File: src/design/ufc_defines.svh
// Offsets, field positions, reset values and trigger levels of the FIFO control
`ifndef UFC_DEFINES_SVH
`define UFC_DEFINES_SVH

`define UFC_ADDR_W          8
`define UFC_FIFO_DEPTH      32
`define UFC_OFF_FIFO_CTRL   8'h00
`define UFC_OFF_TX_DATA     8'h04
`define UFC_OFF_RX_DATA     8'h08
`define UFC_OFF_STATUS      8'h0C

`define UFC_FCR_ENABLE      0
`define UFC_FCR_RX_FLUSH    1
`define UFC_FCR_TX_FLUSH    2
`define UFC_FCR_DMA_MODE    3
`define UFC_FCR_TX_THR_LSB  4
`define UFC_FCR_RX_THR_LSB  6
`define UFC_FCR_RESET       6'h00

`define UFC_RX_TRIG_00      6'h08
`define UFC_RX_TRIG_01      6'h10
`define UFC_RX_TRIG_10      6'h18
`define UFC_RX_TRIG_11      6'h1C
`define UFC_TX_TRIG_00      6'h10
`define UFC_TX_TRIG_01      6'h08
`define UFC_TX_TRIG_10      6'h18
`define UFC_TX_TRIG_11      6'h1E

`define UFC_ST_TX_CNT_LSB   8
`define UFC_ST_TX_REQ_N     16
`define UFC_ST_RX_REQ_N     17
`define UFC_ST_RX_IRQ       18
`define UFC_ST_TX_IRQ       19

`define UFC_RESP_OKAY       2'h0
`define UFC_RESP_DECERR     2'h3

`endif

File: src/design/ufc_pkg.sv
// Types shared by the FIFO control block
`default_nettype none
package ufc_pkg;

    typedef struct packed {
        logic [1:0] rx_thr;
        logic [1:0] tx_thr;
        logic       dma_mode;
        logic       fifo_en;
    } ufc_fcr_t;

    typedef enum logic [1:0] {
        RD_IDLE,
        RD_WAIT,
        RD_DATA,
        RD_RESP
    } ufc_rd_state_t;

endpackage
`default_nettype wire

File: src/design/ufc_mem.sv
// Byte-wide queue storage with a registered read port
`timescale 1ns/100ps
`default_nettype none
module ufc_mem #(
    parameter int WIDTH = 8,
    parameter int DEPTH = 32,
    parameter int AW    = $clog2(DEPTH)
) (
    // Clock and reset
    input  wire logic             i_clk,
    input  wire logic             i_rst_b,
    // Write port
    input  wire logic             i_wr_en,
    input  wire logic [AW-1:0]    i_wr_addr,
    input  wire logic [WIDTH-1:0] i_wr_data,
    // Read port
    input  wire logic [AW-1:0]    i_rd_addr,
    output logic      [WIDTH-1:0] o_rd_data
);

    logic [WIDTH-1:0] mem [DEPTH];

    always_ff @(posedge i_clk) begin
        if (i_wr_en) begin
            mem[i_wr_addr] <= i_wr_data;
        end
    end

    always_ff @(posedge i_clk or negedge i_rst_b) begin
        if (!i_rst_b) begin
            o_rd_data <= '0;
        end else begin
            o_rd_data <= mem[i_rd_addr];
        end
    end

endmodule // ufc_mem
`default_nettype wire

File: src/design/ufc_top.sv
// FIFO control, flush, trigger levels and request pins behind AXI4-Lite
//
// Decided for this implementation: the AXI4-Lite register port and the placing of the registers.
`timescale 1ns/100ps
`default_nettype none
`include "ufc_defines.svh"
module ufc_top #(
    parameter int DEPTH = `UFC_FIFO_DEPTH,
    parameter int AW    = $clog2(DEPTH),
    parameter int CW    = $clog2(DEPTH + 1)
) (
    // Clock and reset
    input  wire logic                   i_clk,
    input  wire logic                   i_rst_b,
    // AXI4-Lite write channels
    input  wire logic                   i_awvalid,
    output logic                        o_awready,
    input  wire logic [`UFC_ADDR_W-1:0] i_awaddr,
    input  wire logic                   i_wvalid,
    output logic                        o_wready,
    input  wire logic [31:0]            i_wdata,
    input  wire logic [3:0]             i_wstrb,
    output logic                        o_bvalid,
    input  wire logic                   i_bready,
    output logic      [1:0]             o_bresp,
    // AXI4-Lite read channels
    input  wire logic                   i_arvalid,
    output logic                        o_arready,
    input  wire logic [`UFC_ADDR_W-1:0] i_araddr,
    output logic                        o_rvalid,
    input  wire logic                   i_rready,
    output logic      [31:0]            o_rdata,
    output logic      [1:0]             o_rresp,
    // Transmit shifter side
    output logic                        o_tx_valid,
    output logic      [7:0]             o_tx_data,
    input  wire logic                   i_tx_take,
    // Receive shifter side
    input  wire logic                   i_rx_valid,
    input  wire logic [7:0]             i_rx_data,
    output logic                        o_rx_ready,
    input  wire logic                   i_rx_timeout,
    // Request pins and interrupt conditions
    output logic                        o_tx_request_n,
    output logic                        o_rx_request_n,
    output logic                        o_rx_data_irq,
    output logic                        o_tx_empty_irq,
    output logic                        o_fifo_enabled
);

    // Trigger levels up to 30 need at least 32 entries
    generate
        if (DEPTH < 32 || DEPTH > 128 || (DEPTH & (DEPTH - 1)) != 0) begin : g_bad
            $error("ufc_top: DEPTH must be a power of two from 32 to 128");
        end
    endgenerate

    function automatic logic [CW-1:0] rx_trig_level(input logic [1:0] code);
        case (code)
            2'b00:   rx_trig_level = CW'(`UFC_RX_TRIG_00);
            2'b01:   rx_trig_level = CW'(`UFC_RX_TRIG_01);
            2'b10:   rx_trig_level = CW'(`UFC_RX_TRIG_10);
            default: rx_trig_level = CW'(`UFC_RX_TRIG_11);
        endcase
    endfunction

    function automatic logic [CW-1:0] tx_trig_level(input logic [1:0] code);
        case (code)
            2'b00:   tx_trig_level = CW'(`UFC_TX_TRIG_00);
            2'b01:   tx_trig_level = CW'(`UFC_TX_TRIG_01);
            2'b10:   tx_trig_level = CW'(`UFC_TX_TRIG_10);
            default: tx_trig_level = CW'(`UFC_TX_TRIG_11);
        endcase
    endfunction

    function automatic logic addr_hit(input logic [`UFC_ADDR_W-1:0] a,
                                      input logic [7:0] off);
        addr_hit = (a[7:2] == off[7:2]);
    endfunction

    // Next count from flush, push and pop
    function automatic logic [CW-1:0] next_count(input logic [CW-1:0] c,
                                                 input logic flush,
                                                 input logic push,
                                                 input logic pop);
        if (flush) begin
            next_count = '0;
        end else if (push && !pop) begin
            next_count = c + CW'(1);
        end else if (pop && !push) begin
            next_count = c - CW'(1);
        end else begin
            next_count = c;
        end
    endfunction

    ufc_pkg::ufc_fcr_t       fifo_control;
    ufc_pkg::ufc_rd_state_t  rd_state;
    logic                    aw_got;
    logic                    w_got;
    logic [`UFC_ADDR_W-1:0]  wr_addr;
    logic [31:0]             wr_data;
    logic                    wr_lane0;
    logic [`UFC_ADDR_W-1:0]  rd_addr;
    logic                    rx_hit;
    logic [AW-1:0]           tx_wr_ptr;
    logic [AW-1:0]           tx_rd_ptr;
    logic [CW-1:0]           tx_count;
    logic [AW-1:0]           rx_wr_ptr;
    logic [AW-1:0]           rx_rd_ptr;
    logic [CW-1:0]           rx_count;
    logic                    tx_fresh;
    logic                    rx_req_held;
    logic [7:0]              tx_head;
    logic [7:0]              rx_head;

    logic                    wr_go;
    logic                    wr_fcr;
    logic                    wr_mapped;
    logic                    en_change;
    logic                    tx_flush;
    logic                    rx_flush;
    logic                    mode1;
    logic [CW-1:0]           cap;
    logic                    tx_full;
    logic                    rx_full;
    logic                    tx_push;
    logic                    tx_pop;
    logic                    rx_push;
    logic                    rx_pop;
    logic [CW-1:0]           rx_trig;
    logic [CW-1:0]           tx_trig;
    logic                    rx_req_set;
    logic [31:0]             rd_mux;
    logic                    rd_mapped;

    // Write channel: address and data taken in either order
    assign o_awready = !aw_got && !o_bvalid;
    assign o_wready  = !w_got && !o_bvalid;
    assign wr_go     = aw_got && w_got && !o_bvalid;
    assign wr_fcr    = wr_go && wr_lane0 &&
                       addr_hit(wr_addr, `UFC_OFF_FIFO_CTRL);
    assign wr_mapped = addr_hit(wr_addr, `UFC_OFF_FIFO_CTRL) ||
                       addr_hit(wr_addr, `UFC_OFF_TX_DATA) ||
                       addr_hit(wr_addr, `UFC_OFF_RX_DATA) ||
                       addr_hit(wr_addr, `UFC_OFF_STATUS);

    always_ff @(posedge i_clk or negedge i_rst_b) begin
        if (!i_rst_b) begin
            aw_got  <= 1'b0;
            wr_addr <= '0;
        end else if (o_awready && i_awvalid) begin
            aw_got  <= 1'b1;
            wr_addr <= i_awaddr;
        end else if (wr_go) begin
            aw_got  <= 1'b0;
        end
    end

    always_ff @(posedge i_clk or negedge i_rst_b) begin
        if (!i_rst_b) begin
            w_got    <= 1'b0;
            wr_data  <= '0;
            wr_lane0 <= 1'b0;
        end else if (o_wready && i_wvalid) begin
            w_got    <= 1'b1;
            wr_data  <= i_wdata;
            wr_lane0 <= i_wstrb[0];
        end else if (wr_go) begin
            w_got    <= 1'b0;
        end
    end

    always_ff @(posedge i_clk or negedge i_rst_b) begin
        if (!i_rst_b) begin
            o_bvalid <= 1'b0;
            o_bresp  <= `UFC_RESP_OKAY;
        end else if (wr_go) begin
            o_bvalid <= 1'b1;
            o_bresp  <= wr_mapped ? `UFC_RESP_OKAY : `UFC_RESP_DECERR;
        end else if (i_bready) begin
            o_bvalid <= 1'b0;
        end
    end

    // Control register; other fields only load when the write keeps enable
    always_ff @(posedge i_clk or negedge i_rst_b) begin
        if (!i_rst_b) begin
            fifo_control <= `UFC_FCR_RESET;
        end else if (wr_fcr) begin
            if (wr_data[`UFC_FCR_ENABLE]) begin
                fifo_control.rx_thr   <= wr_data[`UFC_FCR_RX_THR_LSB +: 2];
                fifo_control.tx_thr   <= wr_data[`UFC_FCR_TX_THR_LSB +: 2];
                fifo_control.dma_mode <= wr_data[`UFC_FCR_DMA_MODE];
                fifo_control.fifo_en  <= 1'b1;
            end else begin
                fifo_control.fifo_en  <= 1'b0;
            end
        end
    end

    // Switching the queues on or off drops stale bytes as a flush does
    assign en_change = wr_fcr && (wr_data[`UFC_FCR_ENABLE] != fifo_control.fifo_en);
    assign tx_flush  = en_change || (wr_fcr && wr_data[`UFC_FCR_ENABLE] &&
                       wr_data[`UFC_FCR_TX_FLUSH]);
    assign rx_flush  = en_change || (wr_fcr && wr_data[`UFC_FCR_ENABLE] &&
                       wr_data[`UFC_FCR_RX_FLUSH]);

    // Without the queues each side behaves as a one-byte holding stage
    assign cap      = fifo_control.fifo_en ? CW'(DEPTH) : CW'(1);
    assign mode1    = fifo_control.fifo_en && fifo_control.dma_mode;
    assign tx_full  = (tx_count >= cap);
    assign rx_full  = (rx_count >= cap);
    assign rx_trig  = rx_trig_level(fifo_control.rx_thr);
    assign tx_trig  = tx_trig_level(fifo_control.tx_thr);

    assign tx_push  = wr_go && wr_lane0 && !tx_full && !tx_flush &&
                      addr_hit(wr_addr, `UFC_OFF_TX_DATA);
    assign tx_pop   = o_tx_valid && i_tx_take && !tx_flush;
    assign o_rx_ready = !rx_full && !rx_flush;
    assign rx_push  = i_rx_valid && o_rx_ready;
    assign rx_pop   = (rd_state == ufc_pkg::RD_DATA) && rx_hit &&
                      (rx_count != '0) && !rx_flush &&
                      addr_hit(rd_addr, `UFC_OFF_RX_DATA);

    // Transmit queue pointers and count
    always_ff @(posedge i_clk or negedge i_rst_b) begin
        if (!i_rst_b) begin
            tx_wr_ptr <= '0;
            tx_rd_ptr <= '0;
            tx_count  <= '0;
        end else begin
            if (tx_flush) begin
                tx_wr_ptr <= '0;
                tx_rd_ptr <= '0;
            end else begin
                tx_wr_ptr <= tx_wr_ptr + AW'(tx_push);
                tx_rd_ptr <= tx_rd_ptr + AW'(tx_pop);
            end
            tx_count <= next_count(tx_count, tx_flush, tx_push, tx_pop);
        end
    end

    // Receive queue pointers and count
    always_ff @(posedge i_clk or negedge i_rst_b) begin
        if (!i_rst_b) begin
            rx_wr_ptr <= '0;
            rx_rd_ptr <= '0;
            rx_count  <= '0;
        end else begin
            if (rx_flush) begin
                rx_wr_ptr <= '0;
                rx_rd_ptr <= '0;
            end else begin
                rx_wr_ptr <= rx_wr_ptr + AW'(rx_push);
                rx_rd_ptr <= rx_rd_ptr + AW'(rx_pop);
            end
            rx_count <= next_count(rx_count, rx_flush, rx_push, rx_pop);
        end
    end

    ufc_mem #(
        .WIDTH (8),
        .DEPTH (DEPTH)
    ) u_tx_mem (
        .i_clk     (i_clk),
        .i_rst_b   (i_rst_b),
        .i_wr_en   (tx_push),
        .i_wr_addr (tx_wr_ptr),
        .i_wr_data (wr_data[7:0]),
        .i_rd_addr (tx_rd_ptr),
        .o_rd_data (tx_head)
    );

    ufc_mem #(
        .WIDTH (8),
        .DEPTH (DEPTH)
    ) u_rx_mem (
        .i_clk     (i_clk),
        .i_rst_b   (i_rst_b),
        .i_wr_en   (rx_push),
        .i_wr_addr (rx_wr_ptr),
        .i_wr_data (i_rx_data),
        .i_rd_addr (rx_rd_ptr),
        .o_rd_data (rx_head)
    );

    // The registered read lags a pointer move by one cycle, so the head
    // byte is offered only once it has settled: half rate, no bubble logic
    always_ff @(posedge i_clk or negedge i_rst_b) begin
        if (!i_rst_b) begin
            tx_fresh <= 1'b0;
        end else begin
            tx_fresh <= (tx_count != '0) && !tx_pop && !tx_flush;
        end
    end

    assign o_tx_valid = tx_fresh && (tx_count != '0);
    assign o_tx_data  = tx_head;

    // Mode 1 receive request latches on trigger or timeout, holds to empty
    assign rx_req_set = (rx_count >= rx_trig) ||
                        (i_rx_timeout && rx_count != '0);

    always_ff @(posedge i_clk or negedge i_rst_b) begin
        if (!i_rst_b) begin
            rx_req_held <= 1'b0;
        end else if (mode1 && rx_req_set) begin
            rx_req_held <= 1'b1;
        end else if (!mode1 || rx_count == '0) begin
            rx_req_held <= 1'b0;
        end
    end

    assign o_tx_request_n = mode1 ? tx_full : (tx_count != '0);
    assign o_rx_request_n = mode1 ? !rx_req_held : (rx_count == '0);

    assign o_rx_data_irq  = fifo_control.fifo_en ? (rx_count >= rx_trig)
                                        : (rx_count != '0);
    assign o_tx_empty_irq = fifo_control.fifo_en ? (tx_count < tx_trig)
                                        : (tx_count == '0);
    assign o_fifo_enabled = fifo_control.fifo_en;

    // Read channel: fixed latency so the memory read port can settle
    assign o_arready = (rd_state == ufc_pkg::RD_IDLE);
    assign rd_mapped = addr_hit(rd_addr, `UFC_OFF_FIFO_CTRL) ||
                       addr_hit(rd_addr, `UFC_OFF_TX_DATA) ||
                       addr_hit(rd_addr, `UFC_OFF_RX_DATA) ||
                       addr_hit(rd_addr, `UFC_OFF_STATUS);

    always_comb begin
        rd_mux = '0;
        if (addr_hit(rd_addr, `UFC_OFF_FIFO_CTRL)) begin
            // Flush bits are pulses and always read back as zero
            rd_mux[`UFC_FCR_RX_THR_LSB +: 2] = fifo_control.rx_thr;
            rd_mux[`UFC_FCR_TX_THR_LSB +: 2] = fifo_control.tx_thr;
            rd_mux[`UFC_FCR_DMA_MODE]        = fifo_control.dma_mode;
            rd_mux[`UFC_FCR_ENABLE]          = fifo_control.fifo_en;
        end else if (addr_hit(rd_addr, `UFC_OFF_RX_DATA)) begin
            rd_mux[7:0] = rx_hit ? rx_head : 8'h00;
        end else if (addr_hit(rd_addr, `UFC_OFF_STATUS)) begin
            rd_mux[CW-1:0]                        = rx_count;
            rd_mux[`UFC_ST_TX_CNT_LSB +: CW]      = tx_count;
            rd_mux[`UFC_ST_TX_REQ_N]              = o_tx_request_n;
            rd_mux[`UFC_ST_RX_REQ_N]              = o_rx_request_n;
            rd_mux[`UFC_ST_RX_IRQ]                = o_rx_data_irq;
            rd_mux[`UFC_ST_TX_IRQ]                = o_tx_empty_irq;
        end
    end

    always_ff @(posedge i_clk or negedge i_rst_b) begin
        if (!i_rst_b) begin
            rd_state <= ufc_pkg::RD_IDLE;
            rd_addr  <= '0;
            rx_hit   <= 1'b0;
            o_rvalid <= 1'b0;
            o_rdata  <= '0;
            o_rresp  <= `UFC_RESP_OKAY;
        end else begin
            case (rd_state)
                ufc_pkg::RD_IDLE: begin
                    if (i_arvalid) begin
                        rd_addr  <= i_araddr;
                        rd_state <= ufc_pkg::RD_WAIT;
                    end
                end
                ufc_pkg::RD_WAIT: begin
                    // A byte counted now is already in memory
                    rx_hit   <= (rx_count != '0) && !rx_flush;
                    rd_state <= ufc_pkg::RD_DATA;
                end
                ufc_pkg::RD_DATA: begin
                    o_rdata  <= rd_mux;
                    o_rresp  <= rd_mapped ? `UFC_RESP_OKAY
                                          : `UFC_RESP_DECERR;
                    o_rvalid <= 1'b1;
                    rd_state <= ufc_pkg::RD_RESP;
                end
                ufc_pkg::RD_RESP: begin
                    if (i_rready) begin
                        o_rvalid <= 1'b0;
                        rd_state <= ufc_pkg::RD_IDLE;
                    end
                end
                default: begin
                    rd_state <= ufc_pkg::RD_IDLE;
                end
            endcase
        end
    end
endmodule // ufc_top
`default_nettype wire

File: config.mk
export PLATFORM = sky130hd
export DESIGN_NAME = ufc_top
export DESIGN_NICKNAME = d
export VERILOG_FILES = /design/src/design/ufc_pkg.sv /design/src/design/ufc_mem.sv /design/src/design/ufc_top.sv
export VERILOG_INCLUDE_DIRS = /design/src /design/src/design
export SDC_FILE = /design/constraint.sdc
export NUM_CORES = 1
export LEC_CHECK = 0
export BUFFER_PORTS_ARGS = -buffer_cell sky130_fd_sc_hd__buf_2
export CORE_UTILIZATION = 40
export CTS_CLUSTER_DIAMETER = 30
export DETAILED_ROUTE_END_ITERATION = 8
export MAX_ROUTING_LAYER = met4
export PLACE_DENSITY = 0.66
export RECOVER_POWER = 50
export SKIP_LAST_GASP = 1
export SYNTH_ARGS = -nofsm -noshare
export SYNTH_HDL_FRONTEND = slang
export SYNTH_HIERARCHICAL = 1
export SYNTH_SLANG_ARGS = --single-unit
File: constraint.sdc
create_clock -name i_clk -period 4.5 [get_ports i_clk]
set_clock_uncertainty 0.15 [all_clocks]
set_input_delay 0 -clock i_clk [delete_from_list [all_inputs] [get_ports i_clk]]
set_output_delay 0 -clock i_clk [all_outputs]
set_load 0.005 [all_outputs]
* Word-level counts from Yosys, hierarchy flattened *
Memory sizes are Yosys's and may differ from the RTL's. A register that Yosys moved wholly into a read port is not among the register bits.
Cells that the tools add are included.

word-level totals
  bits in registers = 94
  memory bits (writable) = 512
  bits of input ports = 70
  output and inout bits = 56
  word-level logic and storage cells = 183
  memories = 2

memory list
  name          words  bits a word  rd ports  clocked after Yosys merged registers in  write ports  line           text
  u_rx_mem.mem  32     8            1         1                                        1            ufc_mem.sv:21  logic [WIDTH-1:0] mem [DEPTH];
  u_tx_mem.mem  32     8            1         1                                        1            ufc_mem.sv:21

operators by class
  $add $sub $neg = 8
  $lt $le $gt $ge = 4
  eq/ne operators = 16
  multiplexer cells = 49
  reductions and logical operators = 79

operators by type and width
  cell                                              number
  two-way mux 6 bit                                 12
  logical AND 1 bit                                 34
  case mux 5 bit (3 select lines)                   2
  two-way mux 5 bit                                 5
  == test 6 x 2 -> 1 bit, second input constant     4
  logical NOT 6 bit                                 4
  adder 5 x 1 -> 5 bit                              4
  >= comparator 6 bit                               3
  two-way mux 1 bit                                 18
  logical NOT 1 bit                                 15
  adder 6 x 1 -> 6 bit, second input constant       2
  == test 6 x 1 -> 1 bit, second input constant     2
  two-way mux 2 bit                                 6
  two-way mux 4 bit                                 3
  nonzero test 6 bit                                2
  subtractor 6 x 1 -> 6 bit, second input constant  2
  logical OR 1 bit                                  10
  nonzero test 2 bit                                5
  == test 2 bit, second input constant              4
  two-way mux 8 bit                                 1
  case mux 2 bit (4 select lines)                   1
  AND reduction 2 bit                               4
  == test 2 x 1 -> 1 bit, second input constant     3
  logical NOT 2 bit                                 3
  other kinds (5)                                   7

* Depth between registers and ports, before layout *
Gate-level depths: netlist of run 1.

  depth after elaboration = 15
  mapped depth = 14
  mapped depth without buffers = 13

* By module *
Netlist of run 1, hierarchy kept.

by module, submodules not included
  module   instances  cells each  area an instance (sq um)  sequential area each (sq um)
  ufc_mem  2          417         10093.4                   7887.6
  ufc_top  1          446         4765.8                    2202.1

* Least setup slack after synthesis of run 1 *
OpenSTA, ideal clock, no wires.

  path type = register to register
  start = register fifo_control, in the netlist o_fifo_enabled
  end = register rx_count[5]
  setup time = 0.125 ns
  arrival time = 3.183 ns
  required time = 4.225 ns
  slack = 1.043 ns
  cell stages (with the launch flop) = 15
  path buffers = 1
  period minus slack after synthesis = 3.457 ns
  path through = dfrtp_1 clkbuf_1 inv_1 ha_1 nand2b_1 o21ai_2 nand2_1 nor2_1 nand2_1 ha_1 a211oi_1 o21bai_1 a21oi_1 mux2i_1 mux2_2

on the way
  elaborated cells on any way between the ends = 18
  classes of those cells = order compare (1); eq/ne (1); mux (3); reduce/logical (13)

RTL lines
  item                                                                         line                          text
  start: declaration                                                           ufc_top.sv:97                 ufc_pkg::ufc_fcr_t fifo_control;
  start signal: assignment                                                     ufc_top.sv:189                fifo_control <= `UFC_FCR_RESET;
  parallel branches: the longest is 4 deep, another holds >= comparator 6 bit  n/a
  logical AND 1 bit *                                                          ufc_top.sv:220                assign o_rx_ready = !rx_full && !rx_flush;
  logical AND 1 bit *                                                          ufc_top.sv:221                assign rx_push = i_rx_valid && o_rx_ready;
  net rx_push                                                                  ufc_top.sv:129                logic rx_push;
  logical AND 1 bit or logical NOT 1 bit (tied branches)                       ufc_top.sv:88, ufc_top.sv:90
  two-way mux 6 bit or logical AND 1 bit (tied branches)                       ufc_top.sv:88, ufc_top.sv:90
  two-way mux 6 bit or nonzero test 3 bit (tied branches)                      n/a
  end signal: assignment                                                       ufc_top.sv:258                rx_count <= next_count(rx_count, rx_flush, rx_push, rx_pop);
  end: declaration                                                             ufc_top.sv:111                logic [CW-1:0] rx_count;

Mark *: on every way through the listed nets, which the timed path passes.
A chain may end at the register's enable or synchronous reset.

* Worst setup path in the final report of run 1 *
Ends and elaborated chain as after synthesis.

==> flow_metrics.env, run 1 <==
export IMPL_power_frac_clock=0.406
export IMPL_fmax_ghz=0.2570
export IMPL_core_area_um2=61710
export IMPL_synth_cell_types=66
export IMPL_root_buffer="clkbuf_16"
export IMPL_p_int_mw=14.13
export IMPL_path_clk_slew_ps=50
export IMPL_synthMuxAreaShare=0.1668
export IMPL_ir_worst_vdd_mv=0.4018
export IMPL_ys_warnings_count=6
export IMPL_drv_slew=247
export IMPL_worstPathArrival_ps=4260
export IMPL_wire_per_inst_um=22.00
export IMPL_status="complete, but fails checks"
export IMPL_nets=1625
export IMPL_period_share=0.8646
export IMPL_vias=13040
export IMPL_drtAntennaViolNets=0
export IMPL_cp_start_kind="flop"
export IMPL_p_sw_mw=5.534
export IMPL_dieWidth_um=251.8
export IMPL_swShare=0.2815
export IMPL_hold_violations=0
export IMPL_viasPerCell=5.316
export IMPL_rsz0062_at_grt="false"
export IMPL_reg2reg_depth=13
export IMPL_die_area_um2=63390
export IMPL_violations="capacitance limit, slew limit"
export IMPL_critPathKind="reg2reg"
export IMPL_tightest_slew_ps=2104
export IMPL_synth_edf_count=512
export IMPL_grt_pass1_vias=13500
export IMPL_grt_pass1_wl_mm=82.97
export IMPL_p_leak_nw=10.43
export IMPL_io_buffers=80
export IMPL_numCtsBuffers=108
export IMPL_grt_overflow=0
export IMPL_synth_adder_area_share=0.01715
export IMPL_drcViolationCount=0
export IMPL_period_minus_slack_ps=3891
export IMPL_netlist_instances=1280
export IMPL_ys_ff_latch=616
export IMPL_finalPower_mw=19.66
export IMPL_routed_wl_mm=53.98
export IMPL_pwr_share_comb=0.199
export IMPL_antenna_found_initial=0
export IMPL_critPathLaunch="o_fifo_enabled$_DFFE_PN0N_"
export IMPL_cp_slowest_stage_delay_ps=540
export IMPL_final_area_um2=30720
export IMPL_first_pass_iters=6
export IMPL_dpl_hpwl_mm=31.18
export IMPL_setup_worst_path_end="rx_count[5]$_DFFE_PN0P_"
export IMPL_place_gp_congestion=0.8260
export IMPL_grt_max_degree=67
export IMPL_row_count=91
export IMPL_seq_area_frac_synth=0.7205
export IMPL_path_cells="inv_1 > ha_1 > nand2b_1 > o21ai_2 > nand2_1 > nor2_1 > nand2_1 > ha_1 > a211oi_1 > o21bai_1 > a21oi_1 > mux2i_1 > mux2_2"
export IMPL_cts_path_max_buffers=3
export IMPL_min_path_type="in2reg"
export IMPL_drive_above_1_share=0.3014
export IMPL_hold_slack_ps=162.0
export IMPL_synth_main_ff_cell="edfxtp_1"
export IMPL_syn_area_um2=24950
export IMPL_pwr_density_cell_nw_per_um2=639.9
export IMPL_grt_usage=0.1799
export IMPL_synthXorXnorAreaFrac=0.005616
export IMPL_htreeDepth=3
export IMPL_synth_simple_area_share=0.04413
export IMPL_synth_compound_area_share=0.02622
export IMPL_setup_viol=0
export IMPL_cp_end_kind="flop"
export IMPL_num_antenna_cells=0
export IMPL_initial_core_util=0.4043
export IMPL_place_area_um2=26300
export IMPL_setup_tns_ps=0
export IMPL_async_reset_ff_frac=0.1688
export IMPL_synth_top_family_by_area="multiplexers"
export IMPL_clock_sinks=616
export IMPL_required_ps=4870
export IMPL_syn_avg_cell_area_um2=19.49
export IMPL_r2r_end="rx_count[5]$_DFFE_PN0P_"
export IMPL_clk_latency_ps=660
export IMPL_syn_to_final_growth_pct=23.13
export IMPL_drt_iter0_drc=1139
export IMPL_seqPwrFrac=0.396
export IMPL_crit_slowest_cell="dfrtp_1"
export IMPL_r2r_slack_ps=610
export IMPL_max_slew_margin=-0.4029
export IMPL_cts_tree="done"
export IMPL_cp_max_fo=11
export IMPL_drv_cap=6
export IMPL_pin_count=126
export IMPL_die_h_um=251.8
export IMPL_crit_reg2reg_launch="o_fifo_enabled$_DFFE_PN0N_"
-- placed cells by master (no fill, tap or decap), types with 11 or more instances in the layout --
cell type,count
edfxtp_1,512
mux4_2,160
clkbuf_16,108
nor2_1,103
dfrtp_1,100
dlygate4sd3_1,83
buf_2,53
clkbuf_1,50
mux2_2,46
ha_1,31
inv_1,24
nand3_1,21
a21oi_1,19
o21ai_0,18
nand2_1,16
buf_4,16
nand3b_1,15
conb_1,14
clkinvlp_4,14
clkinv_2,13
nor2b_1,13
clkinv_4,11
inv_6,11
-- per-layer routing --
metal,part of all wire,track usage,routed length [um],vias up
met3,0.056,0.03755,3043,81
met4,0.021,0.05610,1134,0
li1,-,-,-,5662
met5,0,-,0,-
met2,0.51,0.2896,27650,435
met1,0.41,0.2293,22150,6863
-- cell type report --
type / instances / area [um2]
Tap cell: 837 / 1047
Clock inverter: 71 / 778.2
Fill cell: 4967 / 30990
Sequential cell: 616 / 17990
Inverter: 25 / 95.09
Multi-Input combinational cell: 582 / 6534
Timing Repair Buffer: 189 / 1405
Clock buffer: 133 / 2877
-- power by group through the flow --
stage,sequential [mW],clock (mW),combinational (mW)
finish,7.78,7.97,3.91
global route,7.87,8.37,4.22
CTS,7.77,8.08,3.96
detailed placement,7.88,0,3.72
global placement,7.84,0,3.63
floorplan,7.48,0,2.81
-- cell usage after synthesis, drive strengths merged (7+ instances only) --
cell | instances | area [um2]
edfxtp | 512 | 15370
mux4 | 160 | 3603
dfrtp | 104 | 2603
nor2 | 103 | 386.6
mux2 | 46 | 518.0
buf | 45 | 297.8
ha | 31 | 387.9
clkbuf | 25 | 93.84
inv | 24 | 90.09
nand3 | 21 | 105.1
o21ai | 21 | 112.6
a21oi | 19 | 95.09
nand2 | 17 | 66.32
nand3b | 15 | 112.6
nor2b | 13 | 81.33
nor3 | 11 | 66.32
xor2 | 10 | 87.58
and2 | 9 | 56.30
or3b | 8 | 70.07
a21o | 7 | 52.55
-- how the worst min path moves through the flow --
| stage | from | endpoint | depth (start not counted) |
|---|---|---|---|
| finish | i_rx_timeout | rx_req_held$_DFFE_PN0P_ | 4 |
| global route | i_rx_timeout | rx_req_held$_DFFE_PN0P_ | 4 |
| CTS | i_rx_timeout | rx_req_held$_DFFE_PN0P_ | 4 |
| detailed placement | i_rst_b | u_tx_mem/o_rd_data[1]$_DFF_PN0_ | 1 |
| global placement | i_rst_b | u_tx_mem/o_rd_data[1]$_DFF_PN0_ | 1 |
| floorplan | i_rst_b | aw_got$_DFFE_PN0P_ | 0 |
-- logic make-up after synthesis --
logic type,after synthesis
buf+inv,95
fa+ha+maj,33
compound gates,93
other cells,1
flops,616
xor+xnor,16
simple gates,216
mux,210
-- flip-flops by register name, indices dropped and copies added, names as in the netlist, 6 cells and up --
name,cells
wr_data,8
u_rx_mem/mem,256
tx_count,6
o_rdata,18
rd_addr,6
u_rx_mem/o_rd_data,8
u_tx_mem/mem,256
wr_addr,6
u_tx_mem/o_rd_data,8
rx_count,6
-- critical path: cells and delay by family, from the launching register on --
kind / cells / cell delay [ps]
fa+ha+maj: 2 / 660
compound gates: 4 / 810
flops: 1 / 540
buf+inv: 1 / 200
simple gates: 4 / 830
mux: 2 / 570
-- through the flow --
step	util	cells	worst slack, ps
2_1_floorplan	-	1293	1043
3_3_place_gp	0.4261	2165	740.4
3_5_place_dp	0.4261	2165	669.9
4_1_cts	0.4992	2453	656.9
5_1_grt	0.4979	2453	318.6
6_report	0.4979	2453	609.2
-- what timing repair did --
item,in CTS,in global routing
setup buffers,0,0
hold buffers,84,0
hold endpoints to repair,360,0
resized for setup,0,0
setup endpoints to repair,0,0
Note: power is estimated with default switching activity, not from simulation.
==> run 2, diff against run 1 <==
Settings changed: ABC_AREA set to 1.
==> run 2 against run 1 <==
  * The flow still finishes with violations (capacitance limit, slew limit)
  * Via count is 39% higher
  * Global-route usage grew 1.5 points
  * Register-to-register slack better by 210 ps
  * Synthesized cell count up 85%
  * First-iteration DRC count grew 61%
  * Setup slack gained 210 ps
  * Power rose by 4.3%
  * Largest power group unchanged
  * Sequential share of layout area shrank 1.3 points
  * Hold slack worse by 91 ps
  * Core utilization shrank 1.3 points
==> flow_metrics.env, run 2 <==
export IMPL_status="complete, but fails checks"
export IMPL_violations="capacitance limit, slew limit"
export IMPL_row_count=93
export IMPL_p_leak_nw=12.18
export IMPL_io_buffers=80
export IMPL_netlist_top_cells_area="edfxtp_1, nand2_1, dfrtp_1"
export IMPL_cp_start_kind="flop"
export IMPL_place_gp_congestion=0.9289
export IMPL_final_fill_count=5604
export IMPL_worstPathArrival_ps=4020
export IMPL_path_delay_family="buffers and inverters"
export IMPL_synth_edf_count=512
export IMPL_period_share=0.8169
export IMPL_syn_to_final_growth_pct=19.08
export IMPL_pin_count=126
export IMPL_die_h_um=258.8
export IMPL_grt_pass1_vias=18150
export IMPL_cp_slowest_stage_delay_ps=1360
export IMPL_hold_path_end="o_rvalid$_DFFE_PN0P_"
export IMPL_final_common_cell="nand2_1"
export IMPL_dieWidth_um=258.8
export IMPL_grt_overflow=0
export IMPL_pwr_density_cell_nw_per_um2=652.9
export IMPL_whs_path_depth=4
export IMPL_gr_usage_met1=0.2397
export IMPL_reg2reg_depth=9
export IMPL_place_area_um2=27120
export IMPL_clk_latency_ps=640
export IMPL_core_area_um2=64810
export IMPL_required_ps=4850
export IMPL_ys_ff_latch=616
export IMPL_finalPower_mw=20.51
export IMPL_netlist_instances=2366
export IMPL_path_clk_slew_ps=60
export IMPL_drv_slew=539
export IMPL_num_antenna_cells=0
export IMPL_drtAntennaViolNets=0
export IMPL_htreeDepth=3
export IMPL_initial_core_util=0.4071
export IMPL_max_slew_margin=-0.3004
export IMPL_path_depth=9
export IMPL_critPathKind="reg2reg"
export IMPL_grt_max_degree=130
export IMPL_r2r_slack_ps=820
export IMPL_clock_sinks=616
export IMPL_fmax_ghz=0.2720
export IMPL_root_buffer="clkbuf_16"
export IMPL_antenna_found_initial=0
export IMPL_grt_pass1_wl_mm=98.50
export IMPL_multi_input_area_um2=7163
export IMPL_drt_iter0_drc=1838
export IMPL_crit_slowest_cell="clkbuf_1"
export IMPL_cp_max_fo=33
export IMPL_drive_above_1_share=0.1090
export IMPL_cp_end_kind="flop"
export IMPL_ff_latch_area_um2=17990
export IMPL_synthTopCellsByCount="nand2_1, edfxtp_1, nand3_1"
export IMPL_seq_area_frac_synth=0.6813
export IMPL_cts_path_max_buffers=3
export IMPL_async_reset_ff_frac=0.1688
export IMPL_vias=18080
export IMPL_synth_top_cell_by_area="edfxtp_1"
export IMPL_viasPerCell=5.195
export IMPL_setup_tns_ps=0
export IMPL_grt_usage=0.1946
export IMPL_routed_wl_mm=63.03
export IMPL_synth_top_area_share=0.5827
export IMPL_drcViolationCount=0
export IMPL_first_pass_iters=6
export IMPL_top_regs="u_rx_mem/mem: 256 flops, u_tx_mem/mem: 256 flops, o_rdata: 18 flops"
export IMPL_synth_cell_types=44
export IMPL_syn_avg_cell_area_um2=11.15
export IMPL_die_area_um2=67000
export IMPL_synth_main_ff_cell="edfxtp_1"
export IMPL_ys_warnings_count=6
export IMPL_dpl_hpwl_mm=36.75
export IMPL_period_minus_slack_ps=3676
export IMPL_holdCritStartpoint="i_rready"
export IMPL_busiest_layer="met2"
export IMPL_crit_reg2reg_launch="wr_data[2]$_DFFE_PN0P_"
export IMPL_min_path_type="in2reg"
export IMPL_wire_per_inst_um=18.12
export IMPL_setup_viol=0
export IMPL_numCtsBuffers=100
export IMPL_syn_area_um2=26390
export IMPL_utilization=0.4848
export IMPL_yosys_cell_count_top_type="nand2_1"
export IMPL_path_cells="clkbuf_1 > inv_1 > o21ai_2 > nor2_1 > ha_1 > ha_1 > nand3_1 > xor2_1 > nor2_1"
export IMPL_drv_cap=15
export IMPL_grt_util_met3=0.03756
export IMPL_met2_usage=0.3187
export IMPL_nets=2641
export IMPL_post_cts_resized=0
export IMPL_most_common_layout_cells="nand2_1, edfxtp_1, nand3_1, nor2_1, clkbuf_16"
export IMPL_r2r_end="tx_rd_ptr[4]$_DFF_PN0_"
export IMPL_cts_tree="done"
export IMPL_hold_violations=0
export IMPL_final_area_um2=31420
export IMPL_ir_worst_vdd_mv=0.4226
export IMPL_tightest_slew_ps=1951
export IMPL_cp_buffers_inverters=2
export IMPL_rsz0062_at_grt="false"
[run 2: changes by cell type after synthesis, moves of 20 or more]
cell	previous run	this run
nand2_1	16	793
nand3_1	21	443
buf_6	2	48
buf_2	4	30
nor2_1	103	123
mux2_2	46	14
inv_1	24	76
mux4_2	160	0
[run 2: how the worst max path moves through the flow]
| stage | start | endpoint | slack (ps) |
|---|---|---|---|
| finish | wr_data[2]$_DFFE_PN0P_ | tx_rd_ptr[4]$_DFF_PN0_ | 820 |
| floorplan | o_fifo_enabled$_DFFE_PN0N_ | rx_count[5]$_DFFE_PN0P_ | 1460 |
| CTS | o_fifo_enabled$_DFFE_PN0N_ | u_rx_mem/mem[25][2]$_DFFE_PP_ | 870 |
| detailed placement | o_fifo_enabled$_DFFE_PN0N_ | u_rx_mem/mem[25][1]$_DFFE_PP_ | 890 |
| global placement | o_fifo_enabled$_DFFE_PN0N_ | u_rx_mem/mem[25][2]$_DFFE_PP_ | 910 |
| global route | wr_data[2]$_DFFE_PN0P_ | tx_rd_ptr[4]$_DFF_PN0_ | 490 |
[run 2: cell type report]
| class | instances | share of cell area |
|---|---|---|
| clock buffers | 109 | 0.08302 |
| inverters | 85 | 0.01023 |
| repair buffers | 185 | 0.04241 |
| well taps | 855 | 0.03405 |
| clock inverters | 79 | 0.02986 |
| flip-flops and latches | 616 | 0.5725 |
| multi-input cells | 1550 | 0.2280 |
[run 2: kinds of logic after synthesis]
group | Yosys count | share of synthesized area
AO/OA/AOI/OAI | 81 | 0.01778
XOR/XNOR | 19 | 0.006307
adder cells (fa/ha/maj) | 33 | 0.01622
buffers and inverters | 213 | 0.04879
flip-flops | 616 | 0.6813
multiplexers | 14 | 0.005975
other | 1 | 0.0001421
AND/OR/NAND/NOR | 1389 | 0.2235
[run 2: report_power, final]
group	leakage [nW]	internal [mW]	switching, mW	total, mW
clock network	1.71	5.08	2.81	7.89
registers	5.89	6.95	0.520	7.47
logic	4.58	1.63	3.53	5.16
total	12.2	13.7	6.86	20.5
[run 2: metal layers]
metal / share of wire / up-vias / wire length (um)
met5: 0 / - / 0
met4: 0.029 / 0 / 1825
met3: 0.068 / 158 / 4272
met2: 0.50 / 703 / 31260
met1: 0.41 / 8725 / 25680
li1: - / 8489 / -
[run 2: stage by stage]
step                std cells  worst slack, ps  hold slack (ps)
floorplan                2379             1460           -445.6
global placement         3208            908.1            39.51
detailed placement       3208            887.7            46.04
CTS                      3479            867.2            34.75
global route             3479            494.3            81.86
finish                   3479            824.2            70.80
[run 2: worst min-delay path: stages]
cell and delay [ps]:
dlygate4sd3_1 540, buf_2 110, nand2_1 50, o2bb2ai_1 110
[run 2: timing repair]
item	4_1_cts	5_1_grt
hold endpoints to repair	386	0
setup buffers	0	0
hold buffers	83	0
==> run 3, diff against run 2 <==
Clock period 4.5 ns to 3.8 ns, I/O delays scaled along.
==> run 3 against run 2 <==
  * The flow still finishes with violations (capacitance limit, slew limit)
  * Register-to-register slack worse by 480 ps
  * Global-route usage is 0.30 points higher
  * Hold slack better by 9.0 ps
  * Power is 19% higher
  * Sequential power is 18% higher
  * Sequential cell count stayed put
  * Largest power group unchanged
  * Wire length is 1.5% higher
  * Critical endpoint is now rx_count[4]$_DFFE_PN0P_
  * Clock power is 18% higher
  * Combinational power is 19% higher
  * Final area is 1.7% higher
  * First-iteration DRC count is 2.8% lower
==> flow_metrics.env, run 3 (synthesized netlist as in run 2, its figures left out) <==
export IMPL_htreeDepth=3
export IMPL_p_leak_nw=12.55
export IMPL_period_share=0.9100
export IMPL_dieWidth_um=258.8
export IMPL_cts_tree="done"
export IMPL_cts_setup_buffers=0
export IMPL_rsz0062_at_grt="false"
export IMPL_grt_overflow=0
export IMPL_most_common_layout_cells="nand2_1, edfxtp_1, nand3_1, nor2_1, clkbuf_16"
export IMPL_cts_path_max_buffers=3
export IMPL_path_clk_slew_ps=50
export IMPL_crit_reg2reg_launch="o_bvalid$_DFFE_PN0P_"
export IMPL_max_slew_margin=-0.3607
export IMPL_worstPathArrival_ps=3870
export IMPL_place_gp_congestion=0.8995
export IMPL_vias=18350
export IMPL_die_area_um2=67000
export IMPL_cp_end_kind="flop"
export IMPL_viasPerCell=5.175
export IMPL_setup_tns_ps=0
export IMPL_drcViolationCount=0
export IMPL_core_area_um2=64810
export IMPL_r2r_end="rx_count[4]$_DFFE_PN0P_"
export IMPL_num_antenna_cells=0
export IMPL_drv_cap=15
export IMPL_drv_slew=506
export IMPL_hold_violations=0
export IMPL_violations="capacitance limit, slew limit"
export IMPL_final_cells=3546
export IMPL_setup_viol=0
export IMPL_final_common_cell="nand2_1"
export IMPL_pwr_density_cell_nw_per_um2=761.2
export IMPL_initial_core_util=0.4071
export IMPL_cp_start_kind="flop"
export IMPL_clock_sinks=616
export IMPL_swShare=0.3352
export IMPL_dpl_hpwl_mm=37.24
export IMPL_fmax_ghz=0.2892
export IMPL_critPathKind="reg2reg"
export IMPL_top_regs="u_rx_mem/mem: 256 flops, u_tx_mem/mem: 256 flops, o_rdata: 18 flops"
export IMPL_required_ps=4220
export IMPL_critPathLaunch="o_bvalid$_DFFE_PN0P_"
export IMPL_routed_wl_mm=63.98
export IMPL_hold_buffers=82
export IMPL_row_count=93
export IMPL_period_minus_slack_ps=3458
export IMPL_p_int_mw=16.17
export IMPL_io_buffers=80
export IMPL_cp_max_fo=12
export IMPL_pwr_share_comb=0.253
export IMPL_wire_per_inst_um=18.04
export IMPL_min_path_type="in2reg"
export IMPL_die_h_um=258.8
export IMPL_dpl_cell_count=3276
export IMPL_drt_iter0_drc=1787
export IMPL_ir_worst_vdd_mv=0.4378
export IMPL_power_frac_clock=0.384
export IMPL_seqPwrFrac=0.363
export IMPL_drtAntennaViolNets=0
export IMPL_grt_usage=0.1976
export IMPL_syn_to_final_growth_pct=21.09
export IMPL_drive_above_1_share=0.1323
export IMPL_grt_pass1_wl_mm=99.94
export IMPL_grt_pass1_vias=18310
export IMPL_r2r_slack_ps=340
export IMPL_post_cts_resized=0
export IMPL_reg2reg_depth=13
export IMPL_first_pass_iters=6
export IMPL_pin_count=126
export IMPL_status="complete, but fails checks"
export IMPL_p_sw_mw=8.151
export IMPL_grt_max_degree=82
export IMPL_antenna_found_initial=0
export IMPL_clk_latency_ps=630
export IMPL_root_buffer="clkbuf_16"
export IMPL_tightest_slew_ps=2041
export IMPL_numCtsBuffers=100
export IMPL_setup_worst_path_end="rx_count[4]$_DFFE_PN0P_"
export IMPL_nets=2708
-- run 3: cell types whose count changed in the layout (fill, tap and decap cells not counted), moves of 2 or more --
cell / before / now
buf_4: 16 / 83
clkinv_8: 2 / 4
clkbuf_8: 3 / 1
inv_6: 15 / 13
clkbuf_16: 102 / 104
buf_12: 0 / 2
clkinv_4: 11 / 13
-- run 3: worst min-delay path by stage --
stage | start | endpoint | cells past startpoint
5_1_grt | i_rready | o_rvalid$_DFFE_PN0P_ | 4
3_5_place_dp | i_rst_b | wr_addr[5]$_DFFE_PN0P_ | 1
2_1_floorplan | i_rst_b | aw_got$_DFFE_PN0P_ | 0
6_report | i_rready | o_rvalid$_DFFE_PN0P_ | 4
4_1_cts | i_rready | o_rvalid$_DFFE_PN0P_ | 4
3_3_place_gp | i_rst_b | wr_addr[5]$_DFFE_PN0P_ | 1
-- run 3: metal layers --
layer	share of wire	vias to the layer above	routed length (um)	GRT usage
li1	-	8621	-	-
met1	0.41	8889	26170	0.2418
met2	0.50	686	32010	0.3281
met3	0.061	155	3875	0.03365
met4	0.030	0	1917	0.07265
met5	0	-	0	-
-- run 3: power by group through the flow --
stage | Sequential, mW | Clock (mW) | Combinational [mW]
after floorplan | 8.78 | 0 | 4.36
after global placement | 8.89 | 0 | 5.72
after detailed placement | 8.91 | 0 | 5.85
after CTS | 8.79 | 9.47 | 6.14
after global routing | 8.88 | 9.77 | 6.82
final | 8.82 | 9.34 | 6.16
-- run 3: worst max-delay path, stage by stage, from the launching register on --
cell and delay (ps):
dfrtp_1 420, inv_2 100, nand3_1 170, nor2_1 470
nand4_1 420, nand3_1 250, nor2_2 120, nand2_4 170
inv_1 90, fa_1 420, o21ai_0 260, xor2_1 210
nand2_1 80, nand2_1 60
-- run 3: through the flow --
step	setup WS (ps)	cell area, um2	total power [mW]	util	hold slack (ps)
after global routing	163.4	31950	25.47	0.4930	80.63
after global placement	580.2	27660	14.60	0.4267	-138.8
after CTS	468.4	32050	24.40	0.4944	35.71
after floorplan	759.6	26440	13.14	-	-445.6
after detailed placement	518.9	27660	14.76	0.4267	-132.9
final	342.0	31950	24.32	0.4930	79.84
-- run 3: layout make-up --
cell class	count	area, um2
Clock buffer	109	2631
Clock inverter	79	928.4
Fill cell	5568	32860
Inverter	85	321.6
Multi-Input combinational cell	1550	7151
Sequential cell	616	17990
Tap cell	855	1070
Timing Repair Buffer	252	1862
